File: config.mk
export PLATFORM = sky130hd
export DESIGN_NAME = gpprt_port
export DESIGN_NICKNAME = d
export VERILOG_FILES = /design/src/shared/gpprt_pkg.sv /design/src/shared/gpprt_irq_if.sv /design/src/gpprt_detect.sv /design/src/gpprt_port.sv
export SDC_FILE = /design/constraint.sdc
export NUM_CORES = 1
export LEC_CHECK = 0
export BUFFER_PORTS_ARGS = -buffer_cell sky130_fd_sc_hd__buf_2
export CAP_MARGIN = 30
export CORE_UTILIZATION = 50
export CTS_BUF_LIST = sky130_fd_sc_hd__clkbuf_4
export CTS_CLUSTER_SIZE = 25
export DETAILED_ROUTE_END_ITERATION = 10
export GPL_TIMING_DRIVEN = 0
export PLACE_DENSITY = 0.83
export SLEW_MARGIN = 25
export SYNTH_ARGS = -nofsm -noshare
export SYNTH_HDL_FRONTEND = slang
export SYNTH_SLANG_ARGS = --single-unit
File: constraint.sdc
create_clock -name clk -period 2.2 [get_ports clk]
set_input_delay 0.11 -clock clk [delete_from_list [all_inputs] [get_ports clk]]
set_output_delay 0.11 -clock clk [all_outputs]
set_load 0.005 [all_outputs]
File: src/shared/gpprt_pkg.sv
// constants and types shared by the pin port block
package gpprt_pkg;
    localparam int unsigned NPINS      = 8;
    localparam int unsigned AW         = 12;
    // word offsets are byte addresses; the data register spans 0x000..0x3fc
    localparam logic [11:0] DATA_HI    = 12'h03fc;
    localparam logic [11:0] OFS_DIR    = 12'h0400;
    localparam logic [11:0] OFS_SENSE  = 12'h0404;
    localparam logic [11:0] OFS_BOTH   = 12'h0408;
    localparam logic [11:0] OFS_EVENT  = 12'h040c;
    localparam logic [11:0] OFS_MASK   = 12'h0410;
    localparam logic [11:0] OFS_RAW    = 12'h0414;
    localparam logic [11:0] OFS_MSTAT  = 12'h0418;
    localparam logic [11:0] OFS_CLEAR  = 12'h041c;
    localparam logic [11:0] OFS_ALT    = 12'h0420;
    localparam logic [11:0] OFS_DRV2   = 12'h0500;
    localparam logic [11:0] OFS_DRV4   = 12'h0504;
    localparam logic [11:0] OFS_DRV8   = 12'h0508;
    localparam logic [11:0] OFS_ODR    = 12'h050c;
    localparam logic [11:0] OFS_PUR    = 12'h0510;
    localparam logic [11:0] OFS_PDR    = 12'h0514;
    localparam logic [11:0] OFS_SLR    = 12'h0518;
    localparam logic [11:0] OFS_DEN    = 12'h051c;
    localparam logic [11:0] OFS_ID_LO  = 12'h0fd0;
    localparam logic [11:0] OFS_ID_CELL = 12'h0ff0;
    localparam int unsigned MASK_LSB   = 2;
    localparam logic [7:0]  RST_ZERO   = 8'h00;
    localparam logic [7:0]  RST_ONES   = 8'hff;
    localparam logic [31:0] UNMAPPED   = 32'h0000_0000;
    typedef enum logic [2:0] {
        GPPRT_IDLE = 3'b001,
        GPPRT_RESP = 3'b010,
        GPPRT_DONE = 3'b100
    } gpprt_bus_t;
endpackage : gpprt_pkg

File: src/shared/gpprt_irq_if.sv
// configuration and status carried between port core and trigger detector
`timescale 1ns/1ps
interface gpprt_irq_if;
    logic [7:0] pin_sync;
    logic [7:0] irq_sense_sel;
    logic [7:0] irq_both_edges;
    logic [7:0] irq_event_polarity;
    logic [7:0] clear_pulse;
    logic [7:0] irq_raw_status;
    modport core (output pin_sync, irq_sense_sel, irq_both_edges, irq_event_polarity,
                  clear_pulse, input irq_raw_status);
    modport det  (input pin_sync, irq_sense_sel, irq_both_edges, irq_event_polarity,
                  clear_pulse, output irq_raw_status);
endinterface : gpprt_irq_if

File: src/gpprt_detect.sv
// per-pin edge and level trigger detection with latched raw status
`timescale 1ns/1ps
module gpprt_detect
    import gpprt_pkg::*;
(
    input  wire logic   clk,
    input  wire logic   srst,
    gpprt_irq_if.det    irq
);
    logic [7:0] prev_q;
    logic [7:0] edge_hit;
    logic [7:0] level_hit;
    logic [7:0] raw_q;
    logic [7:0] rise;
    logic [7:0] fall;

    assign rise = irq.pin_sync & ~prev_q;
    assign fall = ~irq.pin_sync & prev_q;
    always_comb
    begin
        for (int i = 0; i < 8; i++)
        begin
            edge_hit[i] = irq.irq_both_edges[i] ? (rise[i] | fall[i])
                        : (irq.irq_event_polarity[i] ? rise[i] : fall[i]);
            level_hit[i] = irq.irq_sense_sel[i] & (irq.pin_sync[i] == irq.irq_event_polarity[i]);
        end
    end

    always_ff @(posedge clk)
    begin
        if (srst)
            prev_q <= RST_ZERO;
        else
            prev_q <= irq.pin_sync;
    end

    // set wins over clear; level pins simply track the live match
    always_ff @(posedge clk)
    begin
        if (srst)
            raw_q <= RST_ZERO;
        else
            for (int i = 0; i < 8; i++)
                if (irq.irq_sense_sel[i])
                    raw_q[i] <= level_hit[i];
                else if (edge_hit[i])
                    raw_q[i] <= 1'b1;
                else if (irq.clear_pulse[i])
                    raw_q[i] <= 1'b0;
    end
    assign irq.irq_raw_status = raw_q;

    property p_edge_latch;
        @(posedge clk) disable iff (srst)
        (edge_hit[0] && !irq.irq_sense_sel[0]) |=> raw_q[0];
    endproperty
    a_edge_latch: assert property (p_edge_latch) else $error("edge not latched");

    property p_hold_until_clear;
        @(posedge clk) disable iff (srst)
        (raw_q[1] && !irq.irq_sense_sel[1] && !irq.clear_pulse[1]) |=> raw_q[1];
    endproperty
    a_hold_until_clear: assert property (p_hold_until_clear) else $error("latch dropped");

    property p_level_follow;
        @(posedge clk) disable iff (srst)
        irq.irq_sense_sel[2] |=> (raw_q[2] == (($past(irq.pin_sync[2]))
            == $past(irq.irq_event_polarity[2])));
    endproperty
    a_level_follow: assert property (p_level_follow) else $error("level mismatch");
endmodule : gpprt_detect

File: src/gpprt_port.sv
// eight-pin general purpose port with address-masked data and pin interrupts
// Functional notes
// - address bits 9..2 mask data accesses
// - data register aliased over 256 words
// - masked write bits stay unchanged
// - masked read bits return zero
// - each pin has its own direction
// - direction 1 output; reset clears all
// - outputs read latch, inputs read pin
// - enabled pin conditions ORed to irq
// - edge latched until software clears
// - sense, both-edges, event polarity select trigger
// - mask 1 passes pin to irq
// - raw status shows unmasked conditions too
// - masked status is raw and mask
// - clear register: one clears, zero ignored
// - trigger pin drives converter trigger
// - alternate function hands pin to peripheral
// - reset pins are inputs except debug
// - pad controls writable per pin
// - read-only identification registers
//
// The register addresses and the Avalon-MM register port were decided locally.
`timescale 1ns/1ps
module gpprt_port
    import gpprt_pkg::*;
#(
    parameter logic [7:0] ALT_RESET      = 8'h00,
    parameter int         TRIG_PIN       = 4,
    parameter logic       TRIG_EN        = 1'b1,
    // identification values are arbitrary
    parameter logic [7:0] periph_identification = 8'h5a,
    parameter logic [7:0] cell_identification   = 8'ha5
)
(
    input  wire logic              clk,
    input  wire logic              srst,
    input  wire logic [AW-1:0]     avs_address,
    input  wire logic              avs_read,
    input  wire logic              avs_write,
    input  wire logic [31:0]       avs_writedata,
    input  wire logic [3:0]        avs_byteenable,
    output logic [31:0]            avs_readdata,
    output logic                   avs_waitrequest,
    input  wire logic [7:0]        pin_in,
    output logic [7:0]             pin_out,
    output logic [7:0]             pin_oe,
    input  wire logic [7:0]        periph_out,
    input  wire logic [7:0]        periph_oe,
    output logic [7:0]             periph_in,
    output logic [7:0]             pad_drive_low,
    output logic [7:0]             pad_drive_mid,
    output logic [7:0]             pad_drive_high,
    output logic [7:0]             pad_open_drain,
    output logic [7:0]             pad_pull_up,
    output logic [7:0]             pad_pull_down,
    output logic [7:0]             pad_slew,
    output logic [7:0]             pad_digital_en,
    output logic                   port_irq,
    output logic                   converter_trigger
);
    gpprt_irq_if irq ();

    logic [7:0] sync1_q, sync2_q;
    logic [7:0] pin_data_reg_q, pin_direction_q, alt_function_select_q;
    logic [7:0] irq_sense_sel_q, irq_both_edges_q, irq_event_polarity_q, irq_mask_q;
    logic [7:0] drive_low_sel_q, drive_mid_sel_q, drive_high_sel_q, open_drain_sel_q;
    logic [7:0] pull_up_sel_q, pull_down_sel_q, slew_control_sel_q, digital_enable_q;
    logic [7:0] clear_q;
    logic [7:0] masked_stat;
    logic [7:0] data_view;
    logic [7:0] acc_mask;
    logic [31:0] rdata_d;
    logic        is_data;
    logic        wr_go, rd_go;
    gpprt_bus_t  bus_q;

    function automatic logic [7:0] addr_mask(input logic [AW-1:0] a);
        addr_mask = a[MASK_LSB +: 8];
    endfunction : addr_mask

    function automatic logic [7:0] wmerge(input logic [7:0] old, input logic [7:0] nv,
                                          input logic [7:0] m);
        wmerge = (old & ~m) | (nv & m);
    endfunction : wmerge

    assign is_data  = (avs_address <= DATA_HI);
    assign acc_mask = addr_mask(avs_address);
    assign wr_go = (bus_q == GPPRT_IDLE) && avs_write && avs_byteenable[0];
    assign rd_go = (bus_q == GPPRT_IDLE) && avs_read;

    // two-stage synchroniser; only the second stage is read
    always_ff @(posedge clk)
    begin
        if (srst)
        begin
            sync1_q <= RST_ZERO;
            sync2_q <= RST_ZERO;
        end
        else
        begin
            sync1_q <= pin_in;
            sync2_q <= sync1_q;
        end
    end

    // one-cycle wait then answer: requests are taken in IDLE, answered in RESP
    always_ff @(posedge clk)
    begin
        if (srst)
            bus_q <= GPPRT_IDLE;
        else
            case (bus_q)
                GPPRT_IDLE: if (avs_read || avs_write) bus_q <= GPPRT_RESP;
                GPPRT_RESP: bus_q <= GPPRT_DONE;
                GPPRT_DONE: bus_q <= GPPRT_IDLE;
                default:    bus_q <= GPPRT_IDLE;
            endcase
    end

    always_ff @(posedge clk)
    begin
        if (srst)
            avs_waitrequest <= 1'b1;
        else
            avs_waitrequest <= !(bus_q == GPPRT_IDLE && (avs_read || avs_write));
    end

    // writes to input pins are dropped; only bits of output pins update the latch
    always_ff @(posedge clk)
    begin
        if (srst)
            pin_data_reg_q <= RST_ZERO;
        else if (wr_go && is_data)
            pin_data_reg_q <= wmerge(pin_data_reg_q, avs_writedata[7:0],
                                     acc_mask & pin_direction_q);
    end

    always_ff @(posedge clk)
    begin
        if (srst)
        begin
            pin_direction_q       <= RST_ZERO;
            alt_function_select_q <= ALT_RESET;
            irq_sense_sel_q       <= RST_ZERO;
            irq_both_edges_q      <= RST_ZERO;
            irq_event_polarity_q  <= RST_ZERO;
            irq_mask_q            <= RST_ZERO;
            drive_low_sel_q       <= RST_ONES;
            drive_mid_sel_q       <= RST_ZERO;
            drive_high_sel_q      <= RST_ZERO;
            open_drain_sel_q      <= RST_ZERO;
            pull_up_sel_q         <= RST_ONES;
            pull_down_sel_q       <= RST_ZERO;
            slew_control_sel_q    <= RST_ZERO;
            digital_enable_q      <= RST_ONES;
        end
        else if (wr_go)
            case (avs_address)
                OFS_DIR:   pin_direction_q       <= avs_writedata[7:0];
                OFS_SENSE: irq_sense_sel_q       <= avs_writedata[7:0];
                OFS_BOTH:  irq_both_edges_q      <= avs_writedata[7:0];
                OFS_EVENT: irq_event_polarity_q  <= avs_writedata[7:0];
                OFS_MASK:  irq_mask_q            <= avs_writedata[7:0];
                OFS_ALT:   alt_function_select_q <= avs_writedata[7:0];
                OFS_DRV2:  drive_low_sel_q       <= avs_writedata[7:0];
                OFS_DRV4:  drive_mid_sel_q       <= avs_writedata[7:0];
                OFS_DRV8:  drive_high_sel_q      <= avs_writedata[7:0];
                OFS_ODR:   open_drain_sel_q      <= avs_writedata[7:0];
                OFS_PUR:   pull_up_sel_q         <= avs_writedata[7:0];
                OFS_PDR:   pull_down_sel_q       <= avs_writedata[7:0];
                OFS_SLR:   slew_control_sel_q    <= avs_writedata[7:0];
                OFS_DEN:   digital_enable_q      <= avs_writedata[7:0];
                default:   ;
            endcase
    end

    // one-cycle clear strobe toward the detector
    always_ff @(posedge clk)
    begin
        if (srst)
            clear_q <= RST_ZERO;
        else if (wr_go && avs_address == OFS_CLEAR)
            clear_q <= avs_writedata[7:0];
        else
            clear_q <= RST_ZERO;
    end

    assign irq.pin_sync           = sync2_q & digital_enable_q;
    assign irq.irq_sense_sel      = irq_sense_sel_q;
    assign irq.irq_both_edges     = irq_both_edges_q;
    assign irq.irq_event_polarity = irq_event_polarity_q;
    assign irq.clear_pulse        = clear_q;

    gpprt_detect u_detect (
        .clk  (clk),
        .srst (srst),
        .irq  (irq)
    );

    assign masked_stat = irq.irq_raw_status & irq_mask_q;
    assign data_view = (pin_data_reg_q & pin_direction_q)
                     | (irq.pin_sync & ~pin_direction_q);

    always_comb
    begin
        rdata_d = UNMAPPED;
        if (is_data)
            rdata_d = {24'h00_0000, data_view & acc_mask};
        else if (avs_address >= OFS_ID_CELL)
            rdata_d = {24'h00_0000, cell_identification};
        else if (avs_address >= OFS_ID_LO)
            rdata_d = {24'h00_0000, periph_identification};
        else
            case (avs_address)
                OFS_DIR:   rdata_d[7:0] = pin_direction_q;
                OFS_SENSE: rdata_d[7:0] = irq_sense_sel_q;
                OFS_BOTH:  rdata_d[7:0] = irq_both_edges_q;
                OFS_EVENT: rdata_d[7:0] = irq_event_polarity_q;
                OFS_MASK:  rdata_d[7:0] = irq_mask_q;
                OFS_RAW:   rdata_d[7:0] = irq.irq_raw_status;
                OFS_MSTAT: rdata_d[7:0] = masked_stat;
                OFS_ALT:   rdata_d[7:0] = alt_function_select_q;
                OFS_DRV2:  rdata_d[7:0] = drive_low_sel_q;
                OFS_DRV4:  rdata_d[7:0] = drive_mid_sel_q;
                OFS_DRV8:  rdata_d[7:0] = drive_high_sel_q;
                OFS_ODR:   rdata_d[7:0] = open_drain_sel_q;
                OFS_PUR:   rdata_d[7:0] = pull_up_sel_q;
                OFS_PDR:   rdata_d[7:0] = pull_down_sel_q;
                OFS_SLR:   rdata_d[7:0] = slew_control_sel_q;
                OFS_DEN:   rdata_d[7:0] = digital_enable_q;
                default:   rdata_d = UNMAPPED;
            endcase
    end

    always_ff @(posedge clk)
    begin
        if (srst)
            avs_readdata <= UNMAPPED;
        else if (rd_go)
            avs_readdata <= rdata_d;
    end

    // pin steering: peripheral owns the pad when its select bit is set
    always_ff @(posedge clk)
    begin
        if (srst)
        begin
            pin_out   <= RST_ZERO;
            pin_oe    <= RST_ZERO;
            periph_in <= RST_ZERO;
        end
        else
        begin
            pin_out   <= (alt_function_select_q & periph_out)
                       | (~alt_function_select_q & pin_data_reg_q);
            pin_oe    <= (alt_function_select_q & periph_oe)
                       | (~alt_function_select_q & pin_direction_q);
            periph_in <= sync2_q & alt_function_select_q & digital_enable_q;
        end
    end

    always_ff @(posedge clk)
    begin
        if (srst)
        begin
            pad_drive_low  <= RST_ONES;
            pad_drive_mid  <= RST_ZERO;
            pad_drive_high <= RST_ZERO;
            pad_open_drain <= RST_ZERO;
            pad_pull_up    <= RST_ONES;
            pad_pull_down  <= RST_ZERO;
            pad_slew       <= RST_ZERO;
            pad_digital_en <= RST_ONES;
        end
        else
        begin
            pad_drive_low  <= drive_low_sel_q;
            pad_drive_mid  <= drive_mid_sel_q;
            pad_drive_high <= drive_high_sel_q;
            pad_open_drain <= open_drain_sel_q;
            pad_pull_up    <= pull_up_sel_q;
            pad_pull_down  <= pull_down_sel_q;
            pad_slew       <= slew_control_sel_q;
            pad_digital_en <= digital_enable_q;
        end
    end

    // level sources must hold until serviced; no latching is done for them
    always_ff @(posedge clk)
    begin
        if (srst)
        begin
            port_irq          <= 1'b0;
            converter_trigger <= 1'b0;
        end
        else
        begin
            port_irq          <= |masked_stat;
            converter_trigger <= TRIG_EN && masked_stat[TRIG_PIN];
        end
    end

    property p_irq_or;
        @(posedge clk) disable iff (srst)
        1'b1 |=> port_irq == $past(|(irq.irq_raw_status & irq_mask_q));
    endproperty
    a_irq_or: assert property (p_irq_or) else $error("irq not OR of masked");

    property p_mask_blocks;
        @(posedge clk) disable iff (srst)
        (irq_mask_q == 8'h00) |=> !port_irq;
    endproperty
    a_mask_blocks: assert property (p_mask_blocks) else $error("masked irq leaked");

    property p_masked_write;
        @(posedge clk) disable iff (srst)
        (wr_go && is_data && acc_mask == 8'h00) |=> $stable(pin_data_reg_q);
    endproperty
    a_masked_write: assert property (p_masked_write) else $error("masked write changed");

    property p_read_mask;
        @(posedge clk) disable iff (srst)
        (rd_go && is_data) |=> ((avs_readdata[7:0] & ~$past(acc_mask)) == 8'h00);
    endproperty
    a_read_mask: assert property (p_read_mask) else $error("masked read bit set");

    property p_alt_pin;
        @(posedge clk) disable iff (srst)
        (alt_function_select_q[0] && $stable(periph_oe[0]) && $stable(alt_function_select_q[0]))
            |=> pin_oe[0] == $past(periph_oe[0]);
    endproperty
    a_alt_pin: assert property (p_alt_pin) else $error("alt pin not handed over");

    property p_trig;
        @(posedge clk) disable iff (srst)
        (irq_mask_q[TRIG_PIN] && irq.irq_raw_status[TRIG_PIN] && TRIG_EN) |=> converter_trigger;
    endproperty
    a_trig: assert property (p_trig) else $error("converter trigger missing");

    property p_answer;
        @(posedge clk) disable iff (srst)
        (bus_q == GPPRT_IDLE && (avs_read || avs_write)) |=> !avs_waitrequest ##1 avs_waitrequest;
    endproperty
    a_answer: assert property (p_answer) else $error("bus answer timing");

    property p_dir_reset;
        @(posedge clk) srst |=> (pin_direction_q == RST_ZERO && pin_oe == RST_ZERO);
    endproperty
    a_dir_reset: assert property (p_dir_reset) else $error("direction not reset");
endmodule : gpprt_port

==> results of run 1 <==
==> final timing paths <==
path | startpoint | endpoint | slack [ps] | cells after the start
max reg2reg | bus_q[2]$_SDFFE_PP0P_ | avs_readdata[1]$_SDFFE_PP0P_ | 70 | 7
min | avs_address[9] | avs_readdata[7]$_SDFFE_PP0P_ | 30 | 5
min reg2reg | sync1_q[1]$_SDFF_PP0_ | sync2_q[1]$_SDFF_PP0_ | 430 | 1
max | avs_address[2] | avs_readdata[1]$_SDFFE_PP0P_ | -10 | 8
==> power by group <==
group | internal [mW] | leakage [nW] | total, mW | switching, mW
logic | 0.259 | 2.78 | 0.721 | 0.462
clock network | 2.17 | 0.493 | 4.13 | 1.96
registers | 4.78 | 2.12 | 4.81 | 0.0242
==> cell usage after synthesis (10+ instances only) <==
cell type	instances
o22ai_1	10
buf_2	16
mux2i_1	66
nand3_1	65
buf_4	26
and2_1	22
ha_1	16
o21ai_0	33
or2_2	25
inv_1	21
nor3_1	14
nor2b_1	80
nor2_1	79
nand3b_1	16
a211oi_1	27
clkbuf_1	53
a22oi_1	14
a21oi_1	88
nand2_1	165
dfxtp_1	262
==> routing by layer <==
layer,vias to the layer above,global-route usage (%),share of wire (%)
li1,4667,-,-
met1,4824,41.8,39
met2,629,55.0,46
met3,147,6.74,9.2
met4,0,22.2,6.0
met5,-,0,0
==> layout by cell type (no fill, tap or decap), types with 21 or more instances in the layout <==
master,netlist,routed
or2_2,25,25
a211oi_1,27,27
buf_4,26,32
mux2i_1,66,66
nand2_1,165,165
nor2_1,79,75
and2_1,22,22
o21ai_0,33,33
a21oi_1,88,88
clkbuf_1,53,48
dlygate4sd3_1,0,41
conb_1,1,24
buf_2,16,148
inv_1,21,21
nand3_1,65,65
nor2b_1,80,80
dfxtp_1,262,262
clkbuf_4,0,101
==> per-stage QoR <==
step | worst slack, ps | instance area (sq um) | std cells | total power, mW
5_1_grt | 6.76 | 13300 | 1794 | 9.98
4_1_cts | 2.41 | 13300 | 1790 | 9.66
6_report | -10.0 | 13300 | 1795 | 9.65
3_5_place_dp | -733 | 12000 | 1635 | 5.54
3_3_place_gp | -708 | 12000 | 1634 | 5.53
2_1_floorplan | 200 | 11000 | 1226 | 5.28
==> logic make-up after synthesis <==
logic type	after synthesis	share of synthesized area [%]
multiplexers	77	7.52
AO/OA/AOI/OAI	217	12.6
buffers and inverters	125	5.67
XOR/XNOR	8	0.644
other	1	0.0345
adder cells (fa/ha/maj)	16	1.84
AND/OR/NAND/NOR	497	23.5
flip-flops	262	48.2
==> critical path: stages <==
cell and delay, ps:
buf_2 290, buf_2 370, buf_2 420, clkbuf_4 420, mux2i_1 440, nor2_1 80
a211oi_1 450, a21oi_1 140
==> area by class of cell <==
cell class / count / area (sq um) / share of cell area (%)
Inverter: 21 / 78.8 / 0.591
Antenna cell: 3 / 7.51 / 0.0563
Sequential cell: 262 / 5250 / 39.3
Timing Repair Buffer: 181 / 1140 / 8.56
Tap cell: 275 / 344 / 2.58
Clock inverter: 12 / 77.6 / 0.582
Clock buffer: 99 / 743 / 5.57
Buffer: 103 / 544 / 4.08
Multi-Input combinational cell: 839 / 5150 / 38.6
==> timing repair <==
action                                  in CTS  in global routing
endpoints found under the hold margin       81                  0
pin swaps                                    2                  2
buffers inserted                             4                  2
cloned                                       0                  0
endpoints found under the setup margin     113                 40
resized for setup                            7                 15
hold buffers                                41                  0
==> summary.md, run 1 <==
| Metric | Value |
|---|---|
| Status | `finished, violations left` |
| Failing checks | `setup timing` |
| CTS tree | `done` |
| Post-DRT Antenna Nets | `0` |
| Drc violations | `0` |
| Worst rel slew slack | `23.7%` |
| Worst Hold Class | `in2reg` |
| Crit path max fanout | `10` |
| Wire length of the first global-routing pass | `56200 um` |
| Final Util | `63.0%` |
| Minimum clock period | `2210 ps` |
| Overall die area | `22400 sq um` |
| Asr flop ratio synth | `0%` |
| Area of the core | `21200 sq um` |
| Setup_tns | `-10.0 ps` |
| Via count | `10.3k` |
| Die Ht | `150 um` |
| Total of warnings raised by yosys | `0` |
| H-tree levels | `3` |
| Synth cell types | `68` |
| Critical path class | `in2reg` |
| Required time worst endpoint | `2730 ps` |
| GPL Wtd Cong | `1.01` |
| Largest net degree at the start of global routing | `11` |
| Worst skew pair latency | `670 ps` |
| DR WL/cell | `21.5 um` |
| Crit. End Element | `register` |
| Clock slew at reported path FFs | `70 ps` |
| Synth top area cells | `dfxtp_1 48%, mux2i_1 6.1%, nand2_1 5.7%` |
| Final setup fails | `1` |
| First-pass iteration count of the detailed router | `5` |
| Number of flops mapped to enable cells by yosys | `0` |
| Initial antenna violation count | `2` |
| RSZ-0062 raised after global routing | `false` |
| Row cnt | `53` |
| CP startpoint kind | `primary input` |
| DRT iter0 DRCs | `1168` |
| Fin worst setup slack | `-10.0 ps` |
| Worst Tran Pin Value | `1130 ps` |
| Max-slew violation count | `0` |
| Final hold slack | `32.4 ps` |
| Fraction of post-synthesis cell area in the top cell type by area | `48.2%` |
| Tcrit/Tclk final | `100%` |
| Fraction of layout cells with a size suffix above 1 | `23.4%` |
| Arr. time, crit path | `2740 ps` |
| DIE WIDTH | `150 um` |
| Root Driver | `clkbuf_4` |
| Dominant cell type by area after synthesis | `dfxtp_1` |
| Number of port buffers | `133` |
| Final layout net count | `1569` |
| Post-Syn Instances | `1203` |
| Leakage | `5.39 nW` |
| Clock Sinks | `262` |
| Final hold vios | `0` |
| Boundary Pins | `199` |
| Post-DP HPWL | `27200 um` |
| Syn Std Cell Area | `10900 sq um` |
| Num CTS Buffers | `69` |
| Top FF cell, synth | `dfxtp_1` |
| Maximum VDD drop | `0.000402 V` |
| PwrDens | `724 nW/um^2` |
| Total track usage | `34.3%` |
| Vias per cell | `5.72` |
| Initial Util | `51.4%` |
| Avg Synthesized Cell Area | `9.04 sq um` |
| Clk buf depth | `3` |
| Fmax | `452 MHz` |
| Flop and latch count out of synthesis | `262` |
| Sequential fraction of the synthesis area | `48.2%` |
| Layout area overhead | `22.6%` |
| Clk_skew | `34.4 ps` |
| Number of global-route vias before repair | `9744` |
| Final WL | `38500 um` |
| Total grt overflow | `0` |
| Max Cap Violations | `0` |
| # fillers | `1847` |
Power figures use the tool's default switching activity.
==> inputs of run 2 (changes only) <==
--- a/config.mk
+++ b/config.mk
@@ -7,12 +7,14 @@
 export LEC_CHECK = 0
 export BUFFER_PORTS_ARGS = -buffer_cell sky130_fd_sc_hd__buf_2
 export CAP_MARGIN = 30
+export CORE_ASPECT_RATIO = 0.9
 export CORE_UTILIZATION = 50
 export CTS_BUF_LIST = sky130_fd_sc_hd__clkbuf_4
 export CTS_CLUSTER_SIZE = 25
 export DETAILED_ROUTE_END_ITERATION = 10
 export GPL_TIMING_DRIVEN = 0
-export PLACE_DENSITY = 0.83
+export PLACE_DENSITY = 0.86
+export SKIP_LAST_GASP = 1
 export SLEW_MARGIN = 25
 export SYNTH_ARGS = -nofsm -noshare
 export SYNTH_HDL_FRONTEND = slang
==> constraint.sdc (replaced) <==
create_clock -name clk -period 2 [get_ports clk]
set_input_delay 0.1 -clock clk [delete_from_list [all_inputs] [get_ports clk]]
set_output_delay 0.1 -clock clk [all_outputs]
set_load 0.005 [all_outputs]
==> summary.md, run 2 (synthesized netlist as in run 1, its figures left out) <==
| Metric | Value |
|---|---|
| Status | `finished, violations left (unchanged)` |
| Failing checks | `setup timing (unchanged)` |
| Via count | `10.4k (was 10.3k)` |
| Clock Sinks | `262 (unchanged)` |
| Max-slew violation count | `0 (unchanged)` |
| Pre-CTS WS | `-865 ps (was -733 ps)` |
| Final hold slack | `43.1 ps (was 32.4 ps)` |
| Num CTS Buffers | `68 (was 69)` |
| Hold Crit Start | `avs_address[9] (unchanged)` |
| Area of the core | `21100 sq um (was 21200 sq um)` |
| Max Cap Violations | `0 (unchanged)` |
| FF-to-FF path depth | `9 (was 7)` |
| Die Ht | `142 um (was 150 um)` |
| Final layout net count | `1575 (was 1569)` |
| Minimum clock period | `2080 ps` |
| P_int | `8.48 mW (was 7.21 mW)` |
| Clk pwr share | `45.5% (was 42.7%)` |
| Final setup fails | `27 (was 1)` |
| Wire length of the first global-routing pass | `57200 um (was 56200 um)` |
| DIE WIDTH | `157 um (was 150 um)` |
| Worst rel slew slack | `30.6% (was 23.7%)` |
| Initial Util | `51.6% (was 51.4%)` |
| Seq pwr share | `46.9% (was 49.8%)` |
| Number of port buffers | `133 (unchanged)` |
| RSZ-0062 raised after global routing | `true (was false)` |
| R2R setup slack | `-80 ps (was 70 ps)` |
| Part of the power in combinational logic | `7.6% (was 7.5%)` |
| Crit. End Element | `register (unchanged)` |
| DRT iter0 DRCs | `1386 (was 1168)` |
| Commonest cells after routing, fill and taps aside | `260 x dfxtp_1, 154 x nand2_1, 144 x buf_2, 103 x clkbuf_4, 84 x a21oi_1 (was 262 x dfxtp_1, 165 x nand2_1, 148 x buf_2, 101 x clkbuf_4, 88 x a21oi_1)` |
| Worst Tran Pin Value | `1040 ps (was 1130 ps)` |
| Vias per cell | `5.75 (was 5.72)` |
| Psw | `2.80 mW (was 2.45 mW)` |
| Post-DRT Antenna Nets | `0 (unchanged)` |
| Final hold vios | `0 (unchanged)` |
| H-tree levels | `3 (unchanged)` |
| Worst Hold Class | `in2reg (unchanged)` |
| Initial antenna violation count | `1 (was 2)` |
| Tcrit/Tclk final | `104%` |
| Power Total | `11.3 mW (was 9.65 mW)` |
| Post-DP HPWL | `27500 um (was 27200 um)` |
| Clk buf depth | `3 (unchanged)` |
| Placed insts | `1646 (was 1635)` |
| Largest net degree at the start of global routing | `11 (unchanged)` |
| GPL Wtd Cong | `1.04 (was 1.01)` |
| Total track usage | `35.2% (was 34.3%)` |
| Sw frac | `24.9% (was 25.3%)` |
| Worst reg2reg path startpoint | `bus_q[2]$_SDFFE_PP0P_ (unchanged)` |
| CP startpoint kind | `register (was primary input)` |
| Drc violations | `0 (unchanged)` |
| Leakage | `5.59 nW (was 5.39 nW)` |
| Row cnt | `50 (was 53)` |
| First-pass iteration count of the detailed router | `6 (was 5)` |
| Worst skew pair latency | `720 ps (was 670 ps)` |
| Maximum VDD drop | `0.000610 V (was 0.000402 V)` |
| Commonest non-fill, non-tap cell in the layout | `dfxtp_1 (unchanged)` |
| Final WL | `39200 um (was 38500 um)` |
| Fin worst setup slack | `-76.7 ps (was -10.0 ps)` |
| Fraction of layout cells with a size suffix above 1 | `26.0% (was 23.4%)` |
| Worst Hold Path EP | `avs_readdata[7]$_SDFFE_PP0P_ (unchanged)` |
| Final Non-Filler Cells | `1817 (was 1795)` |
| Fmax | `482 MHz` |
| DR WL/cell | `21.6 um (was 21.5 um)` |
| Required time worst endpoint | `2590 ps (was 2730 ps)` |
| Clk_skew | `49.6 ps (was 34.4 ps)` |
| Crit path max fanout | `10 (unchanged)` |
| Reg2reg end | `digital_enable_q[7]$_SDFFE_PP1P_ (was avs_readdata[1]$_SDFFE_PP0P_)` |
| Critical path class | `reg2reg (was in2reg)` |
| Crit path launch | `bus_q[2]$_SDFFE_PP0P_ (was avs_address[2])` |
| Layout area overhead | `26.6% (was 22.6%)` |
| Hold depth | `5 (unchanged)` |
| Total grt overflow | `0 (unchanged)` |
| Number of global-route vias before repair | `9839 (was 9744)` |
| Clock slew at reported path FFs | `70 ps (about the same)` |
| Arr. time, crit path | `2660 ps (was 2740 ps)` |
| PwrDens | `820 nW/um^2 (was 724 nW/um^2)` |
| Boundary Pins | `199 (unchanged)` |
| CTS tree | `done (unchanged)` |
| Root Driver | `clkbuf_4 (unchanged)` |
| Overall die area | `22400 sq um (about the same)` |
[run 2: worst max-delay path by stage]
stage	cells past startpoint	slack, ps	to
global route	8	-110	drive_mid_sel_q[0]$_SDFFE_PP0P_
detailed placement	8	-860	digital_enable_q[6]$_SDFFE_PP1P_
global placement	7	-1110	clear_q[2]$_SDFF_PP0_
CTS	8	-100	drive_mid_sel_q[2]$_SDFFE_PP0P_
finish	9	-80	digital_enable_q[7]$_SDFFE_PP1P_
floorplan	7	0.2	drive_mid_sel_q[0]$_SDFFE_PP0P_
[run 2: power by group through the flow]
| stage | logic (mW) | clock network [mW] | registers (mW) |
|---|---|---|---|
| finish | 0.853 | 5.14 | 5.29 |
| global placement | 0.685 | 0 | 5.41 |
| CTS | 0.780 | 5.16 | 5.29 |
| detailed placement | 0.693 | 0 | 5.41 |
| global route | 0.890 | 5.47 | 5.29 |
| floorplan | 0.415 | 0 | 5.40 |
[run 2: cell type report]
| cell class | instances | area (sq um) |
|---|---|---|
| fillers | 1724 | 7320 |
| multi-input cells | 839 | 5290 |
| flip-flops and latches | 262 | 5250 |
| repair buffers | 190 | 1250 |
| clock buffers | 98 | 736 |
| plain buffers | 101 | 589 |
| well taps | 286 | 358 |
| clock inverters | 19 | 210 |
| inverters | 21 | 78.8 |
| diodes | 1 | 2.50 |
[run 2: layer usage]
| layer | track usage [%] | part of all wire, % |
|---|---|---|
| met1 | 42.3 | 38 |
| met3 | 12.0 | 12 |
| met2 | 55.0 | 45 |
| met5 | 0 | 0 |
| met4 | 19.4 | 5.6 |
[run 2: what timing repair did]
action	CTS	global route
buffers inserted	10	3
gates resized for setup	26	73
pin swaps	5	17
hold buffers	43	0
hold endpoints to repair	84	0
setup endpoints to repair	131	136
[run 2: worst max-delay path, cell delays in order, from the launching register on]
cell and delay (ps):
dfxtp_2 330, nor3b_4 310, buf_6 150, and3_4 250, buf_12 120, nand3_4 90
nor2_4 170, buf_6 180, nor2b_1 70, a211o_1 270
[run 2: through the flow]
step | setup TNS [ps] | area, sq um | util, %
after floorplan | 0 | 11000 | -
after global placement | -78930 | 12000 | 56.9
after detailed placement | -80330 | 12000 | 56.9
after CTS | -1150 | 13600 | 64.3
after global routing | -2310 | 13800 | 65.3
final | -881 | 13800 | 65.3
